==> src/hss_regs.svh <==
// Register offsets, field positions and reset values of the slot/status bank
`ifndef HSS_REGS_SVH
`define HSS_REGS_SVH

// Command byte layout
`define HSS_CMD_RW_BIT 7
`define HSS_CMD_ADDR_MSB 6

// Register addresses (read form; write form has the read/write bit set)
`define HSS_ADDR_TX_SLOT 7'h00
`define HSS_ADDR_RX_SLOT 7'h01
`define HSS_ADDR_LOOP 7'h02
`define HSS_ADDR_STATUS 7'h39

// Slot registers
`define HSS_HWY_BIT 7
`define HSS_SLOT_MSB 6

// Loopback register fields
`define HSS_LB_DIG_2M 6
`define HSS_LB_DIG_PCM 5
`define HSS_LB_ANA_1MDC 3
`define HSS_LB_ANA_2M 2
`define HSS_LB_ANA_PCM 1
`define HSS_LB_RX_BLOCK 0
`define HSS_LB_WMASK 8'h6F
`define HSS_LB_RESET 8'h00

// Highway select reset value and blank read value
`define HSS_HWY_RESET 1'b0
`define HSS_BYTE_ZERO 8'h00

`endif

==> src/hss_pkg.sv <==
// Types shared by the slot/status register bank
package hss_pkg;

  typedef logic [7:0] hss_byte_t;
  typedef logic [6:0] hss_slot_t;

  // Host interface mode of the control port
  typedef enum logic {
    HSS_MODE_MICRO_HOST_PORT,
    HSS_MODE_GCI
  } hss_mode_t;

endpackage : hss_pkg

==> src/hss_slot_status_regs.sv <==
// Slot, highway, loopback and line status register bank, four channels
//
// Summary of operation
// Status reads at 39H with read/write bit clear; writes at B9H with it set.
// Micro host port status read gives hook at bit 2n, ground-current 2n+1.
// Hook bit reads 1 off-hook, 0 on-hook; resets to 0.
// Ground-current bit reads 1 on longitudinal current; resets to 0.
// Micro host port status read clears pending hook/ground-current interrupt.
// In GCI mode line status goes only via upstream C/I channel.
// In GCI mode status reads always return 00H.
// In GCI mode a status read still clears detection interrupt.
// Any write to status address clears all pending interrupts.
// Tx slot register 00H/80H; bit 7 selects tx highway one or two.
// Seven-bit tx slot field 0..127 picks the transmit time slot.
// Tx slot field resets to channel index, 00H through 03H.
// Slot and highway registers act only in micro host port mode.
// Rx slot register 01H/81H; bit 7 selects rx highway one or two.
// Seven-bit rx slot field 0..127 picks the receive time slot.
// Rx slot field resets to channel index, 00H through 03H.
// PCM-side loopbacks in register 02H/82H act only in micro host port mode.
// Bit 0 of loopback register blocks receive path when 1; default 0.
// Loop bits 6,5,3,2,1 close when 1, reset 0; bits 7,4 reserved.
// Polarity select 0 makes interrupt active low, 1 active high.
`timescale 1ns/1ps
`include "hss_regs.svh"

module hss_slot_status_regs #(
  parameter int NUM_CH = 4
) (
  clock,
  reset_n,
  clkEn,
  ifMode,
  cmdValid,
  cmdByte,
  cmdChan,
  wrData,
  rdData,
  rdValid,
  hookState,
  groundCurrentState,
  detEvent,
  irqPolaritySel,
  detIrqPending,
  irqOut,
  clearAllIrq,
  txHighwaySel,
  txSlotNum,
  rxHighwaySel,
  rxSlotNum,
  digLoopVia2m,
  digLoopPcmSide,
  anaLoop1mDc,
  anaLoopVia2m,
  anaLoopPcmSide,
  rxPathBlock
);
  import hss_pkg::*;

  input wire logic clock;
  input wire logic reset_n;
  input wire logic clkEn;
  input wire hss_pkg::hss_mode_t ifMode;
  input wire logic cmdValid;
  input wire hss_pkg::hss_byte_t cmdByte;
  input wire logic [1:0] cmdChan;
  input wire hss_pkg::hss_byte_t wrData;
  output logic [7:0] rdData;
  output logic rdValid;
  input wire logic [NUM_CH-1:0] hookState;
  input wire logic [NUM_CH-1:0] groundCurrentState;
  input wire logic detEvent;
  input wire logic irqPolaritySel;
  output logic detIrqPending;
  output logic irqOut;
  output logic clearAllIrq;
  output logic [NUM_CH-1:0] txHighwaySel;
  output logic [7*NUM_CH-1:0] txSlotNum;
  output logic [NUM_CH-1:0] rxHighwaySel;
  output logic [7*NUM_CH-1:0] rxSlotNum;
  output logic [NUM_CH-1:0] digLoopVia2m;
  output logic [NUM_CH-1:0] digLoopPcmSide;
  output logic [NUM_CH-1:0] anaLoop1mDc;
  output logic [NUM_CH-1:0] anaLoopVia2m;
  output logic [NUM_CH-1:0] anaLoopPcmSide;
  output logic [NUM_CH-1:0] rxPathBlock;

  // Status byte holds two bits per channel, so only four channels fit
  if (NUM_CH != 4) begin : gBadChCount
    $error("hss_slot_status_regs: NUM_CH must be 4");
  end

  //--------------------------------------------------------------------
  // Command decode
  //--------------------------------------------------------------------

  logic isWrite;
  logic [6:0] cmdAddr;
  logic hitStatus;
  logic hitTx;
  logic hitRx;
  logic hitLoop;
  logic statusRead;
  logic statusWrite;
  logic microMode;

  // Address and direction come straight from the command byte
  assign isWrite = cmdByte[`HSS_CMD_RW_BIT];
  assign cmdAddr = cmdByte[`HSS_CMD_ADDR_MSB:0];
  assign hitStatus = cmdValid && (cmdAddr == `HSS_ADDR_STATUS);
  assign hitTx = cmdValid && (cmdAddr == `HSS_ADDR_TX_SLOT);
  assign hitRx = cmdValid && (cmdAddr == `HSS_ADDR_RX_SLOT);
  assign hitLoop = cmdValid && (cmdAddr == `HSS_ADDR_LOOP);
  assign statusRead = hitStatus && !isWrite;
  assign statusWrite = hitStatus && isWrite;
  assign microMode = (ifMode == HSS_MODE_MICRO_HOST_PORT);

  //--------------------------------------------------------------------
  // Per-channel storage
  //--------------------------------------------------------------------

  hss_byte_t txReg_q [NUM_CH];
  hss_byte_t rxReg_q [NUM_CH];
  hss_byte_t loopReg_q [NUM_CH];

  genvar ch;
  generate
    for (ch = 0; ch < NUM_CH; ch++) begin : gChan
      logic sel;
      assign sel = (cmdChan == 2'(ch)) && isWrite;

      // Slot registers reset to the channel's own index
      always_ff @(posedge clock or negedge reset_n) begin
        if (!reset_n) begin
          txReg_q[ch] <= {`HSS_HWY_RESET, 7'(ch)};
          rxReg_q[ch] <= {`HSS_HWY_RESET, 7'(ch)};
        end else if (clkEn) begin
          if (hitTx && sel) begin
            txReg_q[ch] <= wrData;
          end
          if (hitRx && sel) begin
            rxReg_q[ch] <= wrData;
          end
        end
      end

      // Reserved loopback bits are never stored and read back as zero
      always_ff @(posedge clock or negedge reset_n) begin
        if (!reset_n) begin
          loopReg_q[ch] <= `HSS_LB_RESET;
        end else if (clkEn && hitLoop && sel) begin
          loopReg_q[ch] <= wrData & `HSS_LB_WMASK;
        end
      end

      // Effective controls; slot and PCM-side loops idle in GCI mode
      always_ff @(posedge clock or negedge reset_n) begin
        if (!reset_n) begin
          txHighwaySel[ch] <= `HSS_HWY_RESET;
          txSlotNum[7*ch +: 7] <= 7'(ch);
          rxHighwaySel[ch] <= `HSS_HWY_RESET;
          rxSlotNum[7*ch +: 7] <= 7'(ch);
          digLoopVia2m[ch] <= 1'b0;
          digLoopPcmSide[ch] <= 1'b0;
          anaLoop1mDc[ch] <= 1'b0;
          anaLoopVia2m[ch] <= 1'b0;
          anaLoopPcmSide[ch] <= 1'b0;
          rxPathBlock[ch] <= 1'b0;
        end else if (clkEn) begin
          if (microMode) begin
            txHighwaySel[ch] <= txReg_q[ch][`HSS_HWY_BIT];
            txSlotNum[7*ch +: 7] <= txReg_q[ch][`HSS_SLOT_MSB:0];
            rxHighwaySel[ch] <= rxReg_q[ch][`HSS_HWY_BIT];
            rxSlotNum[7*ch +: 7] <= rxReg_q[ch][`HSS_SLOT_MSB:0];
          end else begin
            txHighwaySel[ch] <= `HSS_HWY_RESET;
            txSlotNum[7*ch +: 7] <= 7'(ch);
            rxHighwaySel[ch] <= `HSS_HWY_RESET;
            rxSlotNum[7*ch +: 7] <= 7'(ch);
          end
          digLoopVia2m[ch] <= loopReg_q[ch][`HSS_LB_DIG_2M];
          digLoopPcmSide[ch] <= microMode &&
            loopReg_q[ch][`HSS_LB_DIG_PCM];
          anaLoop1mDc[ch] <= loopReg_q[ch][`HSS_LB_ANA_1MDC];
          anaLoopVia2m[ch] <= loopReg_q[ch][`HSS_LB_ANA_2M];
          anaLoopPcmSide[ch] <= microMode &&
            loopReg_q[ch][`HSS_LB_ANA_PCM];
          rxPathBlock[ch] <= loopReg_q[ch][`HSS_LB_RX_BLOCK];
        end
      end
    end
  endgenerate

  //--------------------------------------------------------------------
  // Line status byte
  //--------------------------------------------------------------------

  hss_byte_t statusByte;
  integer i;

  // Interleave hook and ground-current bits, two per channel
  always_comb begin
    statusByte = `HSS_BYTE_ZERO;
    for (i = 0; i < NUM_CH; i++) begin
      statusByte[2*i] = hookState[i];
      statusByte[2*i+1] = groundCurrentState[i];
    end
  end

  //--------------------------------------------------------------------
  // Read path
  //--------------------------------------------------------------------

  hss_byte_t rdMux;

  // Unmapped addresses read as zero rather than stale data
  always_comb begin
    rdMux = `HSS_BYTE_ZERO;
    if (hitStatus) begin
      rdMux = microMode ? statusByte : `HSS_BYTE_ZERO;
    end else if (hitTx) begin
      rdMux = txReg_q[cmdChan];
    end else if (hitRx) begin
      rdMux = rxReg_q[cmdChan];
    end else if (hitLoop) begin
      rdMux = loopReg_q[cmdChan];
    end
  end

  // Read answer one cycle after the command, held until the next read
  always_ff @(posedge clock or negedge reset_n) begin
    if (!reset_n) begin
      rdData <= `HSS_BYTE_ZERO;
      rdValid <= 1'b0;
    end else if (clkEn) begin
      rdValid <= cmdValid && !isWrite;
      if (cmdValid && !isWrite) begin
        rdData <= rdMux;
      end
    end
  end

  //--------------------------------------------------------------------
  // Detection interrupt and clears
  //--------------------------------------------------------------------

  // A detection event in the clearing cycle wins, so no event is lost
  always_ff @(posedge clock or negedge reset_n) begin
    if (!reset_n) begin
      detIrqPending <= 1'b0;
    end else if (clkEn) begin
      if (detEvent) begin
        detIrqPending <= 1'b1;
      end else if (statusRead || statusWrite) begin
        detIrqPending <= 1'b0;
      end
    end
  end

  // Other interrupt sources outside this bank listen to this pulse
  always_ff @(posedge clock or negedge reset_n) begin
    if (!reset_n) begin
      clearAllIrq <= 1'b0;
    end else if (clkEn) begin
      clearAllIrq <= statusWrite;
    end
  end

  // Pin level follows the polarity select; low-active while the select is 0
  assign irqOut = irqPolaritySel ? detIrqPending : !detIrqPending;

endmodule : hss_slot_status_regs

==> config.mk <==
export PLATFORM = sky130hd
export DESIGN_NAME = hss_slot_status_regs
export DESIGN_NICKNAME = d
export VERILOG_FILES = /design/src/hss_pkg.sv /design/src/hss_slot_status_regs.sv
export VERILOG_INCLUDE_DIRS = /design/src
export SDC_FILE = /design/constraint.sdc
export NUM_CORES = 1
export LEC_CHECK = 0
export ABC_AREA = 1
export BUFFER_PORTS_ARGS = -buffer_cell sky130_fd_sc_hd__clkbuf_2
export CORE_ASPECT_RATIO = 0.9
export CORE_MARGIN = 2
export CORE_UTILIZATION = 57
export DETAILED_ROUTE_END_ITERATION = 8
export PLACE_DENSITY_LB_ADDON = 0.3
export SETUP_SLACK_MARGIN = 0.2
export SYNTH_ARGS = -nofsm -noshare
export SYNTH_HDL_FRONTEND = slang
export SYNTH_SLANG_ARGS = --single-unit
==> constraint.sdc <==
create_clock -name clock -period 1.1 [get_ports clock]
set_input_delay 0.33 -clock clock [delete_from_list [all_inputs] [get_ports clock]]
set_output_delay 0.33 -clock clock [all_outputs]
set_load 0.03 [all_outputs]
==> results of run 1 <==
[synth_stat cells, types with 7 or more instances]
master    instances  area [sq um]
buf_2            24           120
nand3_1          12          60.1
nor2_1            7          26.3
o21ai_1          36           180
a22o_1           59           517
o21ai_0          27           135
nand2_1         381          1430
nand2_2          11          68.8
o21ai_2          36           315
o22a_1            8          70.1
dfrtp_1         171          4280
a21oi_1           7          35.0
inv_1            36           135
buf_6            11           124
dfstp_2          16           420
clkbuf_1          9          33.8
[metrics by stage]
| stage | setup WS [ns] | hold slack (ns) | cell area (sq um) | setup TNS, ns |
|---|---|---|---|---|
| after global placement | -0.490 | 0.177 | 10100 | -59.94 |
| after floorplan | -0.198 | 0.0344 | 8560 | -10.90 |
| after detailed placement | -0.564 | 0.177 | 10100 | -65.29 |
| after CTS | -0.426 | 0.125 | 13400 | -24.57 |
[kinds of logic after synthesis]
| kind of cell | after synthesis |
|---|---|
| compound gates | 174 |
| xor+xnor | 1 |
| buf+inv | 94 |
| flops | 187 |
| simple gates | 433 |
[timing repair]
item	CTS
hold buffers	1
resized for setup	357
cloned	20
buffers inserted	90
endpoints found under the setup margin	269
pin swaps	64
hold endpoints to repair	130
==> flow_summary.ini, run 1 <==
[run_status]
outcome = aborted with a tool error
stop_stage = global routing (5_1_grt)
first-error = [ERROR DPL-0038] Utilization greater than 100%, impossible to legalize

[place]
place_inst = 1281
routabilityCongestion = 0.962
portBuffers = 132
post-dp-hpwl_um = 16000

[die]
row_count = 41
initial_core_util_pct = 58.8
io-pin-count = 133
die-height_um = 118
die_w_um = 131

[logic_synthesis]
synth_top_family_by_area = simple AND/OR/NAND/NOR gates
avgSynthCellArea_sq_um = 9.33
ys_types = 30
synth_compound_gate_area_share_pct = 15.2
synth_fa_ha_area_share_pct = 0
yosys_warnings = 0
synthMuxAreaShare_pct = 0
synth-seq-area-share_pct = 56.6
synthSimpleGateAreaFrac_pct = 22.0
ys.flop_type = dfrtp_1
synth_area_sq_um = 8300
syn_inst = 889
synth.net_count = 922
async_flop_share_pct = 100
synth-xor-area-share_pct = 0.106
synth-edff-count = 0
synth-seq-cells = 187

[grt]
grt_start_max_net_pins = 47

[clock_tree]
cts_buffer_depth = 2
cts.sinks = 187
htree_levels = 4
cts-root-buf = clkbuf_16
numCtsBuffers = 17

[timing]
worst-ep-kind = top-level output
repair-timing-grt-worst-ep = irqOut
==> run 2, diff against run 1 <==
--- a/config.mk
+++ b/config.mk
@@ -8,12 +8,10 @@
 export LEC_CHECK = 0
 export ABC_AREA = 1
 export BUFFER_PORTS_ARGS = -buffer_cell sky130_fd_sc_hd__clkbuf_2
-export CORE_ASPECT_RATIO = 0.9
 export CORE_MARGIN = 2
-export CORE_UTILIZATION = 57
+export CORE_UTILIZATION = 40
 export DETAILED_ROUTE_END_ITERATION = 8
-export PLACE_DENSITY_LB_ADDON = 0.3
-export SETUP_SLACK_MARGIN = 0.2
+export PLACE_DENSITY_LB_ADDON = 0.15
 export SYNTH_ARGS = -nofsm -noshare
 export SYNTH_HDL_FRONTEND = slang
 export SYNTH_SLANG_ARGS = --single-unit
==> run 2 against run 1 <==
  * The flow now finishes, with violations (setup timing)
  * Synthesized cell count did not move
  * Area after synthesis did not move
==> flow_summary.ini, run 2 <==
[die]
io-pin-count = 133
row_count = 52
die_w_um = 148
die-height_um = 148
core_sq_um = 20300
initial_core_util_pct = 40.9
dieArea_sq_um = 21900

[logic_synthesis]
synth.area.top_cells = dfrtp_1, nand2_1, a22o_1
synth-edff-count = 0
ys_types = 30
ys.flop_type = dfrtp_1
async_flop_share_pct = 100
synth_top_area_cell = dfrtp_1
synth.net_count = 922
synth-seq-area-share_pct = 56.6
syn_inst = 889
synth.most_common_cell = nand2_1
yosys_warnings = 0
synth_area_sq_um = 8300
synth-seq-cells = 187
avgSynthCellArea_sq_um = 9.33
synth_top_area_share_pct = 51.6
yosys-top-cells-count = nand2_1, dfrtp_1, a22o_1

[clock_tree]
htree_levels = 4
numCtsBuffers = 17
clk_latency_ns = 0.44
cts.sinks = 187
cts-root-buf = clkbuf_16
cts_buffer_depth = 2
clk_pin_slew_worst_paths_ns = 0.08
cts_tree = done

[layout]
layout_common_cells = nand2_1, buf_4, dfrtp_1, buf_8, a22o_1
antenna_cells = 0
syn_to_final_growth_pct = 52.9
fin_nets = 1233
drive_above_1_share_pct = 42.9
fin_area_sq_um = 12700
mostFrequentLayoutCell = nand2_1
top_regs = rxReg_q x32, txReg_q x32

[timing]
setup_ws_ns = -0.409
layout_min_cycle_time_ns = 1.51
min_period_over_period_pct = 137
holdWs_ns = 0.113
worst_pin_slew_ns = 0.492
drv_slew = 0
rsz0062_at_grt = yes
fmax_mhz = 663
slew_headroom_pct = 67.2
skew_ns = 0.00919
hold_viol_final = 0
setup_violations = 104
tns_ns = -23.90

[place]
post-dp-hpwl_um = 16700
place_area_sq_um = 10200
portBuffers = 132
routabilityCongestion = 0.903

[route]
routedWlPerCell_um = 16.8
ant_nets = 0
drc = 0
routed_wl_um = 25000
route.vias.total = 7274
drt_iter0_markers = 518
vias_per_cell = 4.90
dr.pass1.iters = 6

[grt]
track_usage_pct = 22.9
first_global_vias = 7118
overflow = 0
grt_pass1_wl_um = 38800
antenna_found_initial = 0
grt_start_max_net_pins = 46

[pwr]
switchingPower_w = 0.00378
pwr_density_cell_nw_per_um2 = 1150
p_leak_nw = 6.61
ir_drop_mv = 1.12
p_comb_share_pct = 9.0
p_seq_share_pct = 48.2
power.share.clock_pct = 42.8
p_int_w = 0.0108
sw_frac_of_total_pct = 25.9

[worst_hold_path]
hold_path.class = input port to flop

[run_status]
outcome = finished, violations left
violations = setup timing

[job]
max_cap_viol_count = 0

[worst_setup_path]
startpoint_type = flop
required_ns = 0.77
path_class = flop to output pin
endpoint_kind = output pin
critPathMaxFanout = 2
crit_arrival_ns = 1.18
-- run 2: per-stage QoR --
| stage | cells | setup WS, ns | utilization, % | power [W] |
|---|---|---|---|---|
| global route | 1483 | -0.448 | 62.5 | 0.0151 |
| finish | 1483 | -0.409 | 62.5 | 0.0146 |
| global placement | 1358 | -0.480 | 50.5 | 0.00832 |
| floorplan | 889 | -0.198 | - | 0.00769 |
| detailed placement | 1358 | -0.481 | 50.5 | 0.00832 |
| CTS | 1441 | -0.434 | 59.7 | 0.0146 |
-- run 2: power groups by stage --
stage / sequential, W / combinational (W) / clock (W)
after floorplan: 0.00724 / 0.000453 / 0
after global placement: 0.00714 / 0.00117 / 0
after detailed placement: 0.00714 / 0.00118 / 0
after CTS: 0.00702 / 0.00128 / 0.00629
after global routing: 0.00704 / 0.00143 / 0.00659
final: 0.00703 / 0.00132 / 0.00624
-- run 2: cell type report --
type | count | area (sq um)
Fill cell | 1716 | 7610
Sequential cell | 187 | 4700
Timing Repair Buffer | 344 | 3560
Multi-Input combinational cell | 609 | 3320
Clock buffer | 19 | 453
Tap cell | 270 | 338
Inverter | 41 | 181
Clock inverter | 13 | 138
-- run 2: routing by layer --
| layer | part of all wire (%) | vias to the layer above | global-route usage [%] |
|---|---|---|---|
| met5 | 0 | - | 0 |
| met4 | 1.9 | 0 | 7.00 |
| met3 | 4.8 | 31 | 4.60 |
| met2 | 45 | 205 | 33.8 |
| met1 | 48 | 3514 | 34.1 |
| li1 | - | 3524 | - |
-- run 2: cell families (layout without fill, tap and decap cells) --
kind of cell,count (synthesis),in the layout,share of synthesized area [%]
xor gates and xnor gates,1,1,0.106
and+or+nand+nor,433,434,22.0
buffers and inverters,94,417,6.03
DFF,187,187,56.6
AOI/OAI and AO/OA,174,174,15.2
-- run 2: what timing repair did --
| action | in CTS | in global routing |
|---|---|---|
| hold buffers | 1 | 0 |
| gates resized for setup | 214 | 143 |
| setup endpoints to repair | 108 | 142 |
| gates cloned | 0 | 1 |
| buffers inserted | 50 | 41 |
| hold endpoints to repair | 16 | 0 |
| pin swaps | 7 | 44 |
-- run 2: worst max-delay path, stage by stage, from the launching register on --
cell      delay [ns]
dfrtp_1         0.42
xnor2_2         0.14
clkbuf_8        0.18
-- run 2: path summary, 6_finish.rpt --
path | from | to | slack, ns | cells past startpoint
worst min register to register | txReg_q[31]$_DFFE_PN0P_ | txReg_q[31]$_DFFE_PN0P_ | 0.51 | 2
min in group asynchronous | reset_n | anaLoop1mDc[0]$_DFFE_PN0P_ | 0.33 | 2
max in group asynchronous | reset_n | rxSlotNum[7]$_DFFE_PN1P_ | 0.20 | 3
worst max-delay path | detIrqPending$_DFFE_PN0P_ | irqOut | -0.41 | 2
worst min-delay path | detEvent | detIrqPending$_DFFE_PN0P_ | 0.11 | 2
worst max register to register | rxReg_q[16]$_DFFE_PN1P_ | rdData[0]$_DFFE_PN0P_ | -0.10 | 10
Power figures use the tool's default switching activity.
==> run 3, diff against run 2 <==
--- a/config.mk
+++ b/config.mk
@@ -8,6 +8,8 @@
 export LEC_CHECK = 0
 export ABC_AREA = 1
 export BUFFER_PORTS_ARGS = -buffer_cell sky130_fd_sc_hd__clkbuf_2
+export CELL_PAD_IN_SITES_DETAIL_PLACEMENT = 0
+export CELL_PAD_IN_SITES_GLOBAL_PLACEMENT = 1
 export CORE_MARGIN = 2
 export CORE_UTILIZATION = 40
 export DETAILED_ROUTE_END_ITERATION = 8
==> run 3 against run 2 <==
  * The flow still finishes with violations (setup timing)
  * Critical path type unchanged
  * Largest power group unchanged
  * Global-route usage rose by 0.81 points
  * Fmax up 0.50%
  * Total power is 1.6% lower
  * First-iteration DRC count is 9.1% lower
  * Combinational power about the same
  * Non-clock buffer count is 22 higher
==> flow_summary.ini, run 3 (same netlist as run 2, synthesis figures left out) <==
[run_status]
outcome = finished, violations left
violations = setup timing

[worst_setup_path]
crit_arrival_ns = 1.17
required_ns = 0.77
critPathMaxFanout = 3
startpoint_type = flop
path_class = flop to output pin
endpoint_kind = output pin

[layout]
mostFrequentLayoutCell = nand2_1
drive_above_1_share_pct = 42.6
antenna_cells = 0
regArea_sq_um = 4700
multi_input_area_sq_um = 3340
fillers = 1727
fin_nets = 1256
top_regs = rxReg_q x32, txReg_q x32
syn_to_final_growth_pct = 54.5
layout_common_cells = nand2_1, buf_4, dfrtp_1, buf_8, a22o_1

[timing]
setup_violations = 108
min_period_over_period_pct = 137
worst_pin_slew_ns = 0.502
hold_viol_final = 0
layout_min_cycle_time_ns = 1.50
skew_ns = 0.00907
drv_slew = 0
rsz0062_at_grt = yes
holdWs_ns = 0.145
fmax_mhz = 666
slew_headroom_pct = 66.5
tns_ns = -22.91
setup_ws_ns = -0.402

[grt]
track_usage_pct = 23.7
grt_pass1_wl_um = 39900
antenna_found_initial = 0
overflow = 0
grt_start_max_net_pins = 53
first_global_vias = 7131

[route]
routedWlPerCell_um = 17.1
route.vias.total = 7274
met1Wirelength_um = 11400
drc = 0
met3_length_um = 725
highest_layer = met4
dr.pass1.iters = 4
dr_wl_met2_um = 13300
routed_wl_um = 25800
ant_nets = 0
drt_iter0_markers = 471
vias_per_cell = 4.83

[clock_tree]
htree_levels = 4
clk_latency_ns = 0.43
cts.sinks = 187
clk_pin_slew_worst_paths_ns = 0.07
cts_buffer_depth = 2
cts-root-buf = clkbuf_16
numCtsBuffers = 17
cts_tree = done

[die]
die_w_um = 148
io-pin-count = 133
core_sq_um = 20300
initial_core_util_pct = 40.9
row_count = 52
die-height_um = 148
dieArea_sq_um = 21900

[pwr]
ir_drop_mv = 1.06
p_leak_nw = 6.73
power.share.clock_pct = 41.7
total_power_w = 0.0144
sw_frac_of_total_pct = 25.3
p_comb_share_pct = 9.3
p_int_w = 0.0107
pwr_density_cell_nw_per_um2 = 1120
p_seq_share_pct = 49.0
switchingPower_w = 0.00364

[place]
portBuffers = 132
post-dp-hpwl_um = 17100
routabilityCongestion = 0.844

[worst_hold_path]
hold_path.class = input port to flop

[job]
max_cap_viol_count = 0
## run 3: cell types whose count changed in the layout (fill, tap and decap cells not counted), sizes merged
cell,previous run,this run
buf,312,335
inv,44,45
nand2,397,398
clkinv,8,6
## run 3: layer usage
layer / vias up / global-route usage, %
met2: 139 / 39.9
met5: - / 0
li1: 3564 / -
met1: 3542 / 32.2
met3: 29 / 3.61
met4: 0 / 6.29
## run 3: what timing repair did
item	in CTS	in global routing
endpoints found under the hold margin	120	0
pin swaps	27	39
hold buffers	1	0
setup buffers	40	50
cloned	0	2
gates resized for setup	209	150
setup endpoints to repair	109	145
## run 3: layout make-up
cell class                      count  area share, %
Multi-Input combinational cell    610           26.1
Clock buffer                       20           3.48
Inverter                           41           1.41
Sequential cell                   187           36.7
Clock inverter                     12          0.878
Tap cell                          270           2.63
Timing Repair Buffer              366           28.9
## run 3: power groups by stage
stage / Combinational, W / Clock [W] / Sequential [W]
floorplan: 0.000453 / 0 / 0.00724
global placement: 0.00117 / 0 / 0.00715
detailed placement: 0.00117 / 0 / 0.00715
CTS: 0.00127 / 0.00610 / 0.00703
global route: 0.00144 / 0.00643 / 0.00704
finish: 0.00133 / 0.00599 / 0.00704
## run 3: final timing paths
check	cells after the start	endpoint	slack, ns	startpoint
setup / recovery	2	irqOut	-0.40	detIrqPending$_DFFE_PN0P_
max in group asynchronous	3	rxReg_q[1]$_DFFE_PN1P_	0.29	reset_n
min in group asynchronous	2	loopReg_q[18]$_DFFE_PN0P_	0.31	reset_n
setup reg to reg	10	rdData[1]$_DFFE_PN0P_	-0.04	txReg_q[9]$_DFFE_PN1P_
hold / removal	2	detIrqPending$_DFFE_PN0P_	0.15	detEvent
hold reg to reg	2	txReg_q[4]$_DFFE_PN0P_	0.50	txReg_q[4]$_DFFE_PN0P_
## run 3: stage by stage
stage | instances | setup WS, ns | util (%) | instance area, sq um
finish | 1506 | -0.402 | 63.2 | 12800
global route | 1506 | -0.446 | 63.2 | 12800
CTS | 1454 | -0.414 | 59.7 | 12100
detailed placement | 1381 | -0.468 | 51.1 | 10400
global placement | 1381 | -0.447 | 51.1 | 10400
floorplan | 889 | -0.198 | - | 8520
## run 3: worst max-delay path, stage by stage (launching register included)
cell      delay [ns]
dfrtp_1         0.42
xnor2_2         0.14
clkbuf_8        0.18
